<file path="src/rtl/lpm_pkg.sv">
package lpm_pkg;
    // ------------------------------------------------------------
    // Register map (APB byte addresses)
    // ------------------------------------------------------------
    localparam logic [7:0] LPM_CTRL_OFS = 8'h00;
    localparam logic [7:0] LPM_STATUS_OFS = 8'h04;
    localparam logic [7:0] LPM_CTCS_OFS = 8'h08;
    localparam logic [7:0] LPM_WDOG_OFS = 8'h0c;
    // CTRL fields
    localparam int CTRL_ULP_BIT = 0;
    localparam int CTRL_STOP_DIS_BIT = 1;
    localparam int CTRL_TIMER_OFF_BIT = 2;
    localparam int CTRL_WD_CLR_BIT = 3;
    localparam logic [3:0] CTRL_RESET = 4'h0;
    // Core timer control/status: flags [7:6], enables [5:4], rest [3:0]
    localparam logic [7:0] CTCS_FLAG_IE_MASK = 8'hf0;
    localparam logic [7:0] CTCS_RESET = 8'h00;
    localparam int PRESCALE_W = 13;
    localparam logic [12:0] PRESCALE_RESET = 13'h0000;
    localparam int WDOG_W = 16;
    localparam logic [15:0] WDOG_RESET = 16'h0000;
    // ------------------------------------------------------------
    // Timing
    // ------------------------------------------------------------
    localparam int STARTUP_CYCLES = 4064;
    localparam int STARTUP_W = 12;
    // ------------------------------------------------------------
    // States
    // ------------------------------------------------------------
    typedef enum logic [5:0] {
        LPM_RUN = 6'b00_0001,
        LPM_WAIT = 6'b00_0010,
        LPM_STOP = 6'b00_0100,
        LPM_REG_UP = 6'b00_1000,
        LPM_STARTUP = 6'b01_0000,
        LPM_STOP_RST = 6'b10_0000
    } lpm_state_t;
endpackage

</file>
<file path="src/rtl/lpm_startup_cnt.sv">
`timescale 1ns/1ns
module lpm_startup_cnt #(
    parameter int COUNT = 4064
) (
    input wire logic pclk,
    input wire logic presetn,
    input wire logic start,
    output logic busy,
    output logic done
);
    logic [11:0] cnt_reg;
    logic [11:0] cnt_next;

    always_comb begin
        cnt_next = cnt_reg;
        if (start) begin
            cnt_next = 12'(COUNT - 1);
        end else if (busy) begin
            cnt_next = cnt_reg - 12'h001;
        end
    end

    always_ff @(posedge pclk or negedge presetn) begin
        if (!presetn) begin
            cnt_reg <= 12'h000;
            busy <= 1'b0;
        end else begin
            cnt_reg <= cnt_next;
            if (start) begin
                busy <= 1'b1;
            end else if (busy && cnt_reg == 12'h000) begin
                busy <= 1'b0;
            end
        end
    end

    assign done = busy && (cnt_reg == 12'h000) && !start;
endmodule // lpm_startup_cnt

</file>
<file path="src/rtl/lpm_mode_ctrl.sv">
`timescale 1ns/1ns
// Notes on behaviour
// - At reset release, test level on irq and mode pin high gives monitor.
// - Stop halts oscillator, core timer and watchdog counting.
// - Entering stop clears core timer flags and interrupt enables.
// - Entering stop clears the core timer prescaler.
// - Entering stop clears the interrupt mask bit.
// - Other state, timer bits and port lines hold during stop.
// - Stop ends only on external, exception, wake-up interrupt or reset.
// - With stop disabled, a stop instruction requests a system reset.
// - Ultra-low-power submode exists only when the build parameter allows.
// - Ultra-low-power bit forces ports, amplifier, monitors into low power.
// - ULP stop turns regulator off; recovery waits for supply threshold.
// - Wait suspends CPU; core timer, PWM and 16-bit timer may run.
// - Enabled core timer or peripheral interrupt ends wait.
// - Entering wait clears interrupt mask, other state kept.
// - Stop wake-up waits 4064 cycles, clock monitor suspended meanwhile.
// - Reset wake holds watchdog cleared; interrupt wake lets it count up from the stop-entry clear through startup.
module lpm_mode_ctrl
    import lpm_pkg::*;
#(
    parameter bit ULP_AVAILABLE = 1'b1
) (
    input wire logic pclk,
    input wire logic presetn,
    input wire logic psel,
    input wire logic penable,
    input wire logic pwrite,
    input wire logic [7:0] paddr,
    input wire logic [31:0] pwdata,
    output logic [31:0] prdata,
    output logic pready,
    output logic pslverr,
    input wire logic irq_test_level,
    input wire logic mode_select_pin,
    input wire logic stop_instr,
    input wire logic wait_instr,
    input wire logic ext_irq,
    input wire logic exception_irq,
    input wire logic wakeup_irq,
    input wire logic periph_irq,
    input wire logic wake_reset,
    input wire logic vdd_above_lvr,
    input wire logic ccr_i_set,
    output logic monitor_mode,
    output logic cpu_halt,
    output logic osc_enable,
    output logic core_timer_run,
    output logic timer16_run,
    output logic pwm_run,
    output logic clock_monitor_en,
    output logic ccr_i_clear,
    output logic irq_entry,
    output logic stop_reset_req,
    output logic regulator_on,
    output logic hv_low_force_input,
    output logic hv_drv_off,
    output logic amp_debias,
    output logic monitors_off,
    output logic [7:0] core_timer_ctrl_status,
    output logic [lpm_pkg::PRESCALE_W-1:0] prescale_count,
    output logic [lpm_pkg::WDOG_W-1:0] watchdog_counter
);
    import lpm_pkg::*;

    lpm_state_t state_reg;
    lpm_state_t state_next;
    logic [3:0] ctrl_reg;
    logic first_reg;
    logic woke_by_reset_reg;
    logic start_go;
    logic start_busy;
    logic start_done;
    logic wr_en;
    logic ct_irq;
    logic stop_wake;
    logic ulp_bit;

    // ------------------------------------------------------------
    // APB slave
    // ------------------------------------------------------------
    assign pready = 1'b1;
    assign pslverr = 1'b0;
    assign wr_en = psel && penable && pwrite;
    assign ulp_bit = ULP_AVAILABLE && ctrl_reg[CTRL_ULP_BIT];

    always_ff @(posedge pclk or negedge presetn) begin
        if (!presetn) begin
            ctrl_reg <= CTRL_RESET;
        end else if (wr_en && paddr == LPM_CTRL_OFS) begin
            ctrl_reg <= pwdata[3:0];
        end else begin
            ctrl_reg[CTRL_WD_CLR_BIT] <= 1'b0;
        end
    end

    always_ff @(posedge pclk or negedge presetn) begin
        if (!presetn) begin
            prdata <= 32'h0000_0000;
        end else if (psel && !penable && !pwrite) begin
            unique case (paddr)
                LPM_CTRL_OFS: prdata <= {28'h000_0000, ctrl_reg};
                LPM_STATUS_OFS: prdata <= {26'h000_0000, state_reg};
                LPM_CTCS_OFS: prdata <= {24'h00_0000, core_timer_ctrl_status};
                LPM_WDOG_OFS: prdata <= {16'h0000, watchdog_counter};
                default: prdata <= 32'h0000_0000;
            endcase
        end
    end

    // ------------------------------------------------------------
    // Mode latch at reset release
    // ------------------------------------------------------------
    always_ff @(posedge pclk or negedge presetn) begin
        if (!presetn) begin
            first_reg <= 1'b1;
            monitor_mode <= 1'b0;
        end else if (first_reg) begin
            first_reg <= 1'b0;
            monitor_mode <= irq_test_level && mode_select_pin;
        end
    end

    // ------------------------------------------------------------
    // Sequencer
    // ------------------------------------------------------------
    assign ct_irq = |(core_timer_ctrl_status[7:6] & core_timer_ctrl_status[5:4]);
    assign stop_wake = ext_irq || exception_irq || wakeup_irq || wake_reset;

    always_comb begin
        state_next = state_reg;
        start_go = 1'b0;
        unique case (state_reg)
            LPM_RUN: begin
                if (stop_instr && ctrl_reg[CTRL_STOP_DIS_BIT]) begin
                    state_next = LPM_STOP_RST;
                end else if (stop_instr) begin
                    state_next = LPM_STOP;
                end else if (wait_instr) begin
                    state_next = LPM_WAIT;
                end
            end
            LPM_WAIT: begin
                if (ct_irq || periph_irq || ext_irq || wake_reset) begin
                    state_next = LPM_RUN;
                end
            end
            LPM_STOP: begin
                if (stop_wake && ulp_bit) begin
                    state_next = LPM_REG_UP;
                end else if (stop_wake) begin
                    state_next = LPM_STARTUP;
                    start_go = 1'b1;
                end
            end
            LPM_REG_UP: begin
                if (vdd_above_lvr) begin
                    state_next = LPM_STARTUP;
                    start_go = 1'b1;
                end
            end
            LPM_STARTUP: begin
                if (start_done) begin
                    state_next = LPM_RUN;
                end
            end
            LPM_STOP_RST: state_next = LPM_RUN;
            default: state_next = LPM_RUN;
        endcase
    end

    always_ff @(posedge pclk or negedge presetn) begin
        if (!presetn) begin
            state_reg <= LPM_RUN;
        end else begin
            state_reg <= state_next;
        end
    end

    always_ff @(posedge pclk or negedge presetn) begin
        if (!presetn) begin
            woke_by_reset_reg <= 1'b0;
        end else if ((state_reg == LPM_STOP) && stop_wake) begin
            woke_by_reset_reg <= wake_reset;
        end
    end

    lpm_startup_cnt #(
        .COUNT(STARTUP_CYCLES)
    ) u_startup (
        .pclk(pclk),
        .presetn(presetn),
        .start(start_go),
        .busy(start_busy),
        .done(start_done)
    );

    // ------------------------------------------------------------
    // Outputs toward core and analogue
    // ------------------------------------------------------------
    logic in_stop;
    assign in_stop = (state_reg == LPM_STOP) || (state_reg == LPM_REG_UP);
    assign cpu_halt = (state_reg != LPM_RUN);
    assign osc_enable = !in_stop;
    assign core_timer_run = (state_reg == LPM_RUN)
                            || (state_reg == LPM_WAIT);
    assign timer16_run = core_timer_run && !ctrl_reg[CTRL_TIMER_OFF_BIT];
    assign pwm_run = core_timer_run;
    assign clock_monitor_en = !in_stop && !start_busy;
    assign ccr_i_clear = ccr_i_set && (state_reg == LPM_RUN)
                         && (stop_instr || wait_instr);
    assign irq_entry = (state_next == LPM_RUN) && (state_reg != LPM_RUN)
                       && (state_reg != LPM_STOP_RST);
    assign stop_reset_req = (state_reg == LPM_STOP_RST);
    assign regulator_on = !((state_reg == LPM_STOP) && ulp_bit);
    assign hv_low_force_input = ulp_bit;
    assign hv_drv_off = ulp_bit;
    assign amp_debias = ulp_bit;
    assign monitors_off = ulp_bit;

    // ------------------------------------------------------------
    // Core timer, prescaler and watchdog
    // ------------------------------------------------------------
    logic entering_stop;
    assign entering_stop = (state_reg == LPM_RUN) && stop_instr
                           && !ctrl_reg[CTRL_STOP_DIS_BIT];

    always_ff @(posedge pclk or negedge presetn) begin
        if (!presetn) begin
            core_timer_ctrl_status <= CTCS_RESET;
        end else if (entering_stop) begin
            core_timer_ctrl_status <= core_timer_ctrl_status
                                      & ~CTCS_FLAG_IE_MASK;
        end else if (wr_en && paddr == LPM_CTCS_OFS) begin
            core_timer_ctrl_status <= pwdata[7:0];
        end
    end

    always_ff @(posedge pclk or negedge presetn) begin
        if (!presetn) begin
            prescale_count <= PRESCALE_RESET;
        end else if (entering_stop) begin
            prescale_count <= PRESCALE_RESET;
        end else if (core_timer_run) begin
            prescale_count <= prescale_count + 13'h0001;
        end
    end

    always_ff @(posedge pclk or negedge presetn) begin
        if (!presetn) begin
            watchdog_counter <= WDOG_RESET;
        end else if (ctrl_reg[CTRL_WD_CLR_BIT] || entering_stop) begin
            watchdog_counter <= WDOG_RESET;
        end else if (state_reg == LPM_STARTUP && woke_by_reset_reg) begin
            watchdog_counter <= WDOG_RESET;
        end else if (core_timer_run || state_reg == LPM_STARTUP) begin
            watchdog_counter <= watchdog_counter + 16'h0001;
        end
    end
endmodule // lpm_mode_ctrl

</file>
<file path="config.mk">
export PLATFORM = sky130hd
export DESIGN_NAME = lpm_mode_ctrl
export DESIGN_NICKNAME = d
export VERILOG_FILES = /design/src/rtl/lpm_pkg.sv /design/src/rtl/lpm_startup_cnt.sv /design/src/rtl/lpm_mode_ctrl.sv
export SDC_FILE = /design/constraint.sdc
export NUM_CORES = 1
export LEC_CHECK = 0
export ABC_AREA = 1
export BUFFER_PORTS_ARGS = -buffer_cell sky130_fd_sc_hd__buf_4
export CORE_MARGIN = 2
export CORE_UTILIZATION = 40
export DETAILED_ROUTE_END_ITERATION = 7
export SLEW_MARGIN = 20
export SYNTH_ARGS = -nofsm -noshare
export SYNTH_HDL_FRONTEND = slang
export SYNTH_SLANG_ARGS = --single-unit
</file>
<file path="constraint.sdc">
create_clock -name pclk -period 1.9 [get_ports pclk]
set_input_delay 0.19 -clock pclk [delete_from_list [all_inputs] [get_ports pclk]]
set_output_delay 0.19 -clock pclk [all_outputs]
set_load 0.03 [all_outputs]
</file>
# == After elaboration in Yosys (flattened, before gate mapping) ==
# Index checks and enable logic that the tools add are counted.
# totals
input_bits,56
regBits,95
wordCells,106
# classes
reduce_logical,50
addsub,3
n_mux,26
bitwise_logic,2
n_eq_ne,12
# ops
operator,count
$pmux W16 S4,1
$mux W16,3
$mux W6,8
$pmux W6 S5,1
$mux W13,2
$mux W12,2
$logic_and A1 B1 Y1,22
$add A16 B1 Y16 const B,1
$eq A8 B4 Y1 const B,2
$mux W8,2
$add A13 B1 Y13 const B,1
$eq A6 B1 Y1 const B,2
$logic_not A12 Y1,1
$sub A12 B1 Y12 const B,1
$logic_or A1 B1 Y1,11
$eq A8 B3 Y1 const B,1
$logic_not A1 Y1,8
$logic_not A8 Y1,1
$reduce_bool A2 Y1,4
$eq A6 B2 Y1 const B,1
$eq A6 B3 Y1 const B,1
$eq A6 B4 Y1 const B,1
$eq A6 B5 Y1 const B,1
$eq A6 B6 Y1 const B,1
other kinds (9),14

# == Longest topological paths before layout ==
# Gate-level depths: netlist of run 1.
# logic_depth
ltp_word,13
ltp_mapped,11

# == Modules after synthesis ==
# Synthesis of run 1 repeated with hierarchy kept, for this count alone.
# unflattened
cells_unflattened,619
hier_area_um2,4669.5
# modules_own_cells
mod,seq_area_each_um2,n_inst,cells_per_inst,area_per_inst_um2
lpm_mode_ctrl,1654.1,1,522,3945.0
lpm_startup_cnt,325.3,1,97,724.4

# == Least setup slack after synthesis of run 1 ==
# Ideal clock, no wire load.
# synth_path
path_kind,register to output
start,register state_reg[3]
end,output irq_entry
path_stages_with_launch,8
required_ns,1.710
slack_ns,-0.398
arrival_time_ns,2.108
path_cell_list,dfrtp_1 inv_1 nor2_1 o21ai_0 nand3_1 nand2_1 nor2_1 a21oi_1
# synth_between
elab_chain_len,9
# synth_lines
item,line,text
"start, declared",lpm_mode_ctrl.sv:66,lpm_state_t state_reg;
"start signal, assigned",lpm_mode_ctrl.sv:176,state_reg <= state_next;
$eq A6 B4 Y1 or $eq A6 B3 Y1 (tied branches),lpm_mode_ctrl.sv:133,unique case (state_reg)
$pmux W1 S2,lpm_mode_ctrl.sv:133,
$logic_not A1 Y1,lpm_startup_cnt.sv:37,assign done = busy && (cnt_reg == 12'h000) && !start;
$logic_and A1 B1 Y1,lpm_startup_cnt.sv:37,
$mux W6,lpm_mode_ctrl.sv:163,if (start_done) begin
$pmux W6 S5,lpm_mode_ctrl.sv:133,
$eq A6 B1 Y1,lpm_mode_ctrl.sv:212,assign irq_entry = (state_next == LPM_RUN) && (state_reg != LPM_RUN)
$logic_and A1 B1 Y1,lpm_mode_ctrl.sv:212,
$logic_and A1 B1 Y1 (*),lpm_mode_ctrl.sv:213,&& (state_reg != LPM_STOP_RST);
"end, declared",lpm_mode_ctrl.sv:53,"output logic irq_entry,"
# Every way passes the cells marked *; elsewhere a longest branch is shown, timed or not.

# == Final worst setup path of run 1 ==
# layout_path
start,register u_startup.cnt_reg[1]
end,output irq_entry
# layout_between
elab_chain_len,8
# layout_lines
item,line,text
"start, declared",lpm_startup_cnt.sv:11,logic [11:0] cnt_reg;
"start signal, assigned",lpm_startup_cnt.sv:28,cnt_reg <= cnt_next;
$logic_not A12 Y1,lpm_startup_cnt.sv:37,
$logic_and A1 B1 Y1 (2 in series),lpm_startup_cnt.sv:37,
$mux W6,lpm_mode_ctrl.sv:163,
$pmux W6 S5,lpm_mode_ctrl.sv:133,
$eq A6 B1 Y1,lpm_mode_ctrl.sv:212,
$logic_and A1 B1 Y1,lpm_mode_ctrl.sv:212,
$logic_and A1 B1 Y1,lpm_mode_ctrl.sv:213,
# Every way passes these cells.

==> results.sh, run 1 <==
export IMPL_cts_sinks=79
export IMPL_detail_route_drc_violations=0
export IMPL_dieHeight_um=111
export IMPL_critPathLaunchType="flip-flop"
export IMPL_layout_cell_area_non_filler_um2=5930
export IMPL_outcome="finished, violations left"
export IMPL_worst_slew_pin_slew_ns=0.557
export IMPL_initialDrtViolationCount=226
export IMPL_firstDrtPassIters=5
export IMPL_globalRoute_totalOverflow=0
export IMPL_avgRoutedWirePerCell_um=13.9
export IMPL_cts_path_max_buffers=2
export IMPL_post_route_cells_drive_above_1_share_pct=26.7
export IMPL_worstReg2RegStart="state_reg[0]$_DFF_PN1_"
export IMPL_comb_power_share_pct=46.1
export IMPL_worstSetupEndpointType="primary output"
export IMPL_finalHoldWorstSlack_ns=0.0495
export IMPL_initial_core_util_pct=40.6
export IMPL_netlist_instances=611
export IMPL_design_final_nets=796
export IMPL_io_pins=142
export IMPL_critPathLaunch="u_startup.cnt_reg[1]$_DFFE_PN0P_"
export IMPL_maximum_number_of_pins_on_one_net_before_global_route_repair=80
export IMPL_cp_required_ns=1.71
export IMPL_r2r_end="prescale_count[10]$_DFFE_PN0P_"
export IMPL_first_pass_grt_wire_length_mm=20.5
export IMPL_synthFlopType="sky130_fd_sc_hd__dfrtp_1"
export IMPL_die_area_um2=12300
export IMPL_hpwl_mm=8.96
export IMPL_core_area_um2=11300
export IMPL_setup_repair_after_global_routing_missed_its_margin="yes"
export IMPL_hold_viol=0
export IMPL_cts_root_buffer_cell="sky130_fd_sc_hd__clkbuf_16"
export IMPL_timing_hold_worst_start="vdd_above_lvr"
export IMPL_route_antenna_remaining_nets=0
export IMPL_final_setup_skew_ns=0.00748
export IMPL_placement_cell_area_um2=5460
export IMPL_setup_viol_count_final=1
export IMPL_synth_async_reset_ratio_pct=100
export IMPL_rr_worst_depth=7
export IMPL_place_inst=853
export IMPL_crit_path_top_delay_cell="sky130_fd_sc_hd__dfrtp_1"
export IMPL_chipWidth_um=111
export IMPL_globalRouteTotalUtil_pct=20.3
export IMPL_synth_edf_count=0
export IMPL_timing_reg2reg_setup_slack_ns=0.19
export IMPL_worst_ir_drop_vdd_mv=0.643
export IMPL_failed_checks="setup timing"
export IMPL_power_mw=7.41
export IMPL_gr_usage_met2_pct=33.3
export IMPL_internal_power_mw=4.17
export IMPL_netSwitchingPower_mw=3.24
export IMPL_synth_cell_type_count=33
export IMPL_final_period_utilization_pct=105
export IMPL_finalNonFillerCells=884
export IMPL_relSlewSlack_pct=62.8
export IMPL_place_congestion=0.869
export IMPL_timing_critical_path_cells="inv_2 > ha_4 > nand2_2 > nor2_2 > nand2_1 > nor2_2 > nand3_1 > nand2_1 > nand2_2 > a21oi_2 > buf_6"
export IMPL_synth_seq_area_share_pct=43.2
export IMPL_finalWorstSetupSlack_ns=-0.0950
export IMPL_maxCapViolations=0
export IMPL_power_sequential_fraction_pct=31.4
export IMPL_slew_violations=0
export IMPL_layout_area_overhead_vs_synth_pct=29.6
export IMPL_antenna_found_initial=0
export IMPL_yosys_top_cell_by_area="sky130_fd_sc_hd__dfrtp_1"
export IMPL_synth_warning_count=0
export IMPL_core_rowCount=39
export IMPL_synth_top_cells_by_area="sky130_fd_sc_hd__dfrtp_1 42%, sky130_fd_sc_hd__nand2_1 12%, sky130_fd_sc_hd__inv_1 6.2%, sky130_fd_sc_hd__o21ai_0 6.0%, sky130_fd_sc_hd__nand3_1 5.0%"
export IMPL_crit_type="reg -> out"
export IMPL_max_stage_delay_ns=0.39
export IMPL_reg_area_um2=1980
export IMPL_postSynthAreaPerCell_um2=7.49
export IMPL_clock_tree_from_tritoncts="yes"
export IMPL_min_period_ns=2.00
export IMPL_final_fill_count=1059
export IMPL_vias=4412
export IMPL_timing_critical_path_to="irq_entry"
export IMPL_grtUsageMet1_pct=26.9
export IMPL_power_leakage_nw=2.94
export IMPL_yosys_register_bits=79
export IMPL_top_cell_type_s_share_of_synthesized_area_pct=42.1
export IMPL_numPortBuffers=99
export IMPL_grt_pass1_vias=4424
export IMPL_largest_registers="prdata (16), watchdog_counter (16), prescale_count (13)"
export IMPL_power_per_cell_area_nw_per_um2=1250
export IMPL_cts_made_buffers=9
export IMPL_min_delay_path_class="in -> reg"
export IMPL_antenna_diode_count=0
export IMPL_netlist_area_um2=4580
export IMPL_top_usage_layer="met2"
export IMPL_wirelength_mm=12.3
export IMPL_worstPathArrival_ns=1.81
export IMPL_p_sw_share_pct=43.7
export IMPL_h_tree_depth=3
export IMPL_synth_common_cells="151 x sky130_fd_sc_hd__nand2_1, 77 x sky130_fd_sc_hd__dfrtp_1, 76 x sky130_fd_sc_hd__inv_1"
export IMPL_fmax_mhz=501
export IMPL_clockPowerShare_pct=22.5
export IMPL_clkSlewWorstSetupHoldPaths_ns=0.06
export IMPL_vias_per_cell=4.99
export IMPL_grtUsageMet3_pct=3.72
export IMPL_multi_input_area_um2=2190
export IMPL_post_place_ws_ns=0.120
export IMPL_clk_insertion_delay_late_ns=0.34
export IMPL_timing_critical_path_fanout_max=2
export IMPL_synth_most_common_cell="sky130_fd_sc_hd__nand2_1"
-- worst max-delay path: cells and delay by family, from the launching register on --
family | cells | cell delay (ns)
AOI/OAI and AO/OA | 1 | 0.13
adders and majority gates | 1 | 0.13
buffers and inverters | 2 | 0.23
DFF | 1 | 0.39
and+or+nand+nor | 7 | 0.60
-- placed cells by master, fill, tap and decap left out, types with 2 or more instances in the layout --
master                        n
sky130_fd_sc_hd__nand2_1    149
sky130_fd_sc_hd__buf_4      124
sky130_fd_sc_hd__dfrtp_1     74
sky130_fd_sc_hd__inv_1       70
sky130_fd_sc_hd__nor2_1      54
sky130_fd_sc_hd__o21ai_0     54
sky130_fd_sc_hd__nand3_1     46
sky130_fd_sc_hd__a21oi_1     19
sky130_fd_sc_hd__conb_1      19
sky130_fd_sc_hd__nor2_2      12
sky130_fd_sc_hd__nor3_1      12
sky130_fd_sc_hd__nand4_1     11
sky130_fd_sc_hd__xor2_1      11
sky130_fd_sc_hd__inv_2        9
sky130_fd_sc_hd__clkbuf_16    9
sky130_fd_sc_hd__o21ai_1      8
sky130_fd_sc_hd__o21ai_2      5
sky130_fd_sc_hd__nor2_4       5
sky130_fd_sc_hd__nand2_2      4
sky130_fd_sc_hd__nor3_2       4
sky130_fd_sc_hd__o211ai_1     4
sky130_fd_sc_hd__o22ai_1      4
sky130_fd_sc_hd__nand2_4      3
sky130_fd_sc_hd__nand3_2      3
sky130_fd_sc_hd__ha_1         3
sky130_fd_sc_hd__clkinv_2     3
sky130_fd_sc_hd__buf_6        3
sky130_fd_sc_hd__dfrtp_2      3
sky130_fd_sc_hd__o32ai_1      2
sky130_fd_sc_hd__clkbuf_8     2
sky130_fd_sc_hd__dfstp_2      2
-- worst min path at each step --
stage / endpoint / slack (ns) / cells past startpoint
final: state_reg[3]$_DFF_PN0_ / 0.05 / 2
after global routing: state_reg[3]$_DFF_PN0_ / 0.04 / 2
after detailed placement: core_timer_ctrl_status[0]$_DFFE_PN0P_ / 0.26 / 2
after floorplan: core_timer_ctrl_status[0]$_DFFE_PN0P_ / -0.11 / 0
after CTS: state_reg[3]$_DFF_PN0_ / 0.05 / 2
after global placement: core_timer_ctrl_status[0]$_DFFE_PN0P_ / 0.26 / 2
-- power groups by stage --
stage               sequential [mW]  combinational [mW]  clock, mW
finish                         2.32                3.42       1.67
global route                   2.37                3.76       1.76
CTS                            2.31                3.29       1.69
detailed placement             2.33                3.12          0
global placement               2.33                3.06          0
floorplan                      2.53                1.93          0
-- kinds of logic (layout without fill, tap and decap cells) --
logic type / Yosys count / after routing / synth area share, %
simple gates: 306 / 306 / 30.3
buf+inv: 111 / 224 / 11.5
compound gates: 97 / 97 / 11.4
flops: 79 / 79 / 43.2
xor+xnor: 12 / 12 / 2.30
fa+ha+maj: 4 / 4 / 1.09
other cells: 2 / 19 / 0.164
-- timing repair --
item,4_1_cts,5_1_grt
buffers inserted,9,5
endpoints found under the hold margin,77,0
pin swaps,7,9
hold buffers,1,0
gates resized for setup,6,20
endpoints found under the setup margin,5,19
-- layer usage --
| layer | vias up | part of all wire (%) |
|---|---|---|
| met3 | 16 | 4.8 |
| met5 | - | 0 |
| met4 | 0 | 1.7 |
| met1 | 2070 | 45 |
| li1 | 2188 | - |
| met2 | 138 | 48 |
-- through the flow --
step           TNS (ns)  utilization (%)
2_1_floorplan         0                -
3_3_place_gp          0             48.5
3_5_place_dp          0             48.5
4_1_cts          -0.183             51.8
5_1_grt          -0.208             52.6
6_report        -0.0950             52.6
-- layout make-up --
class	instances	area share, %
multi-input combinational	438	37.0
clock buffer	11	4.26
sequential	79	33.4
clock inverter	5	0.528
timing repair buffer	129	16.8
inverter	79	5.00
tap	143	3.02
Note: power is estimated with default switching activity, not from simulation.
==> run 2: changes to the inputs <==
--- a/config.mk
+++ b/config.mk
@@ -5,11 +5,11 @@
 export SDC_FILE = /design/constraint.sdc
 export NUM_CORES = 1
 export LEC_CHECK = 0
-export ABC_AREA = 1
 export BUFFER_PORTS_ARGS = -buffer_cell sky130_fd_sc_hd__buf_4
 export CORE_MARGIN = 2
 export CORE_UTILIZATION = 40
 export DETAILED_ROUTE_END_ITERATION = 7
+export PLACE_DENSITY = 0.65
 export SLEW_MARGIN = 20
 export SYNTH_ARGS = -nofsm -noshare
 export SYNTH_HDL_FRONTEND = slang
==> results.sh, run 2 <==
export IMPL_power_leakage_nw=2.97
export IMPL_min_period_ns=2.42
export IMPL_cts_sinks=79
export IMPL_synth_common_cells="77 x sky130_fd_sc_hd__dfrtp_1, 49 x sky130_fd_sc_hd__nand2_1, 23 x sky130_fd_sc_hd__buf_4, 23 x sky130_fd_sc_hd__nand3_1, 21 x sky130_fd_sc_hd__o21ai_0"
export IMPL_reg_area_um2=1980
export IMPL_layout_common_cells="159 x sky130_fd_sc_hd__buf_4, 74 x sky130_fd_sc_hd__dfrtp_1, 37 x sky130_fd_sc_hd__nand2_1, 27 x sky130_fd_sc_hd__buf_6, 21 x sky130_fd_sc_hd__nand3_1"
export IMPL_comb_power_share_pct=55.3
export IMPL_critPathLaunch="u_startup.cnt_reg[7]$_DFFE_PN0P_"
export IMPL_layout_area_overhead_vs_synth_pct=46.0
export IMPL_detail_route_drc_violations=0
export IMPL_timing_critical_path_fanout_max=2
export IMPL_slew_violations=0
export IMPL_die_area_um2=11700
export IMPL_setup_repair_after_global_routing_missed_its_margin="yes"
export IMPL_synth_most_common_cell="sky130_fd_sc_hd__dfrtp_1"
export IMPL_route_antenna_remaining_nets=0
export IMPL_core_rowCount=38
export IMPL_multi_input_area_um2=2420
export IMPL_finalHoldWorstSlack_ns=0.0690
export IMPL_min_delay_path_class="in -> reg"
export IMPL_h_tree_depth=3
export IMPL_power_sequential_fraction_pct=28.0
export IMPL_postSynthAreaPerCell_um2=9.88
export IMPL_cts_root_buffer_cell="sky130_fd_sc_hd__clkbuf_8"
export IMPL_maximum_number_of_pins_on_one_net_before_global_route_repair=44
export IMPL_crit_type="reg -> out"
export IMPL_synth_cell_type_count=60
export IMPL_worst_slew_pin_slew_ns=0.537
export IMPL_worstReg2RegStart="state_reg[0]$_DFF_PN1_"
export IMPL_wirelength_mm=12.2
export IMPL_top_cell_type_s_share_of_synthesized_area_pct=44.2
export IMPL_setup_tns_ns=-2.71
export IMPL_yosys_register_bits=79
export IMPL_grt_pass1_vias=3889
export IMPL_timing_hold_worst_start="mode_select_pin"
export IMPL_synth_top_cells_by_area="sky130_fd_sc_hd__dfrtp_1 44%, sky130_fd_sc_hd__nand2_1 4.2%, sky130_fd_sc_hd__buf_4 4.0%, sky130_fd_sc_hd__nand3_1 2.6%, sky130_fd_sc_hd__mux2_2 2.6%"
export IMPL_antenna_diode_count=0
export IMPL_dieHeight_um=108
export IMPL_synthFlopType="sky130_fd_sc_hd__dfrtp_1"
export IMPL_fmax_mhz=413
export IMPL_worst_ir_drop_vdd_mv=1.31
export IMPL_globalRouteTotalUtil_pct=20.6
export IMPL_final_period_utilization_pct=127
export IMPL_internal_power_mw=4.45
export IMPL_initial_core_util_pct=40.6
export IMPL_util_after_layout_pct=59.2
export IMPL_netlist_area_um2=4360
export IMPL_clk_insertion_delay_late_ns=0.36
export IMPL_outcome="finished, violations left"
export IMPL_hpwl_mm=8.45
export IMPL_first_pass_grt_wire_length_mm=19.1
export IMPL_firstDrtPassIters=5
export IMPL_cts_made_buffers=9
export IMPL_yosys_top_cell_by_area="sky130_fd_sc_hd__dfrtp_1"
export IMPL_mostFrequentLayoutCell="sky130_fd_sc_hd__buf_4"
export IMPL_synth_async_reset_ratio_pct=100
export IMPL_synth_seq_area_share_pct=45.4
export IMPL_post_route_cells_drive_above_1_share_pct=44.7
export IMPL_design_final_nets=674
export IMPL_cts_path_max_buffers=2
export IMPL_core_area_um2=10700
export IMPL_vias=4067
export IMPL_place_congestion=0.904
export IMPL_largest_registers="prdata (16), watchdog_counter (16), prescale_count (13)"
export IMPL_clock_tree_from_tritoncts="yes"
export IMPL_hold_viol=0
export IMPL_numPortBuffers=99
export IMPL_clkSlewWorstSetupHoldPaths_ns=0.09
export IMPL_clockPowerShare_pct=16.7
export IMPL_failed_checks="setup timing"
export IMPL_synth_warning_count=0
export IMPL_initialDrtViolationCount=209
export IMPL_vias_per_cell=5.36
export IMPL_netSwitchingPower_mw=3.09
export IMPL_avgRoutedWirePerCell_um=16.1
export IMPL_synth_edf_count=0
export IMPL_netlist_instances=441
export IMPL_worstPathArrival_ns=2.23
export IMPL_final_setup_skew_ns=0.0165
export IMPL_critPathLaunchType="flip-flop"
export IMPL_worstSetupEndpointType="primary output"
export IMPL_finalWorstSetupSlack_ns=-0.521
export IMPL_relSlewSlack_pct=64.2
export IMPL_antenna_found_initial=0
export IMPL_cp_required_ns=1.71
export IMPL_post_place_ws_ns=-0.287
export IMPL_setup_viol_count_final=23
export IMPL_p_sw_share_pct=41.0
export IMPL_maxCapViolations=0
export IMPL_power_per_cell_area_nw_per_um2=1180
export IMPL_globalRoute_totalOverflow=0
export IMPL_io_pins=142
export IMPL_chipWidth_um=108
export IMPL_final_fill_count=922
==> run 2: cell types whose count changed in the layout (fill, tap and decap cells not counted), sizes merged, moves of 8 or more <==
cell   previous run  this run
a21oi            20        11
a22o              0        11
a31oi             0        17
and2              0         8
buf             128       189
inv              80        12
mux2              0        10
nand2           156        49
nand3            49        23
nor2             71        18
nor3             16         7
nor4              0        11
o21ai            67        21
==> run 2: path summary, 6_finish.rpt <==
kind	end	slack (ns)	cells past startpoint
hold / removal	monitor_mode$_DFFE_PN0P_	0.07	3
setup reg to reg	u_startup.cnt_reg[9]$_DFFE_PN0P_	-0.09	5
min in group asynchronous	monitor_mode$_DFFE_PN0P_	0.33	2
setup / recovery	irq_entry	-0.52	5
max in group asynchronous	state_reg[0]$_DFF_PN1_	0.90	3
hold reg to reg	prdata[0]$_DFFE_PN0P_	0.48	2
==> run 2: routing by layer <==
layer | GRT usage [%] | up-vias | wire length, um
met5 | 0 | - | 0
li1 | - | 1933 | -
met1 | 26.8 | 1968 | 5270
met2 | 35.3 | 152 | 6090
met4 | 5.04 | 0 | 109
met3 | 4.04 | 14 | 727
==> run 2: critical path, cell delays in order, from the launching register on <==
cell                      delay (ns)
sky130_fd_sc_hd__dfrtp_1        0.39
sky130_fd_sc_hd__or4_4          0.54
sky130_fd_sc_hd__or2_1          0.24
sky130_fd_sc_hd__or3b_4         0.40
sky130_fd_sc_hd__a31oi_4        0.16
sky130_fd_sc_hd__buf_6          0.15
==> run 2: layout make-up <==
cell class / instances / share of cell area, %
Inverter: 10 / 0.629
Tap cell: 140 / 2.75
Sequential cell: 79 / 31.2
Timing Repair Buffer: 190 / 24.4
Multi-Input combinational cell: 324 / 38.0
Clock buffer: 10 / 2.00
Clock inverter: 6 / 1.06
==> run 2: power by group through the flow <==
stage / Sequential (mW) / Clock (mW) / Combinational, mW
finish: 2.11 / 1.26 / 4.17
global route: 2.13 / 1.36 / 4.46
CTS: 2.10 / 1.29 / 3.85
floorplan: 2.19 / 0 / 1.80
detailed placement: 2.12 / 0 / 3.27
global placement: 2.11 / 0 / 3.21
==> run 2: cell families (layout without fill, tap and decap cells) <==
| group | Yosys count | in the layout | share of synthesized area, % |
|---|---|---|---|
| adders and majority gates | 4 | 4 | 1.15 |
| xor gates and xnor gates | 20 | 20 | 4.02 |
| DFF | 79 | 79 | 45.4 |
| AOI/OAI and AO/OA | 84 | 85 | 12.9 |
| and+or+nand+nor | 175 | 175 | 22.9 |
| other | 2 | 19 | 0.172 |
| muxes | 21 | 21 | 6.26 |
| buffers and inverters | 56 | 216 | 7.15 |
==> run 2: per-stage QoR <==
stage / cell area [um2] / std cells / total power, mW
floorplan: 4450 / 458 / 4.00
global placement: 5640 / 721 / 5.32
detailed placement: 5640 / 721 / 5.39
CTS: 6170 / 752 / 7.25
global route: 6370 / 759 / 7.95
finish: 6370 / 759 / 7.54
==> run 2: what timing repair did <==
item	4_1_cts	5_1_grt
hold buffers	1	0
pin swaps	18	22
gates cloned	1	1
gates resized for setup	53	40
buffers inserted	13	9
endpoints found under the setup margin	27	50
hold endpoints to repair	35	0
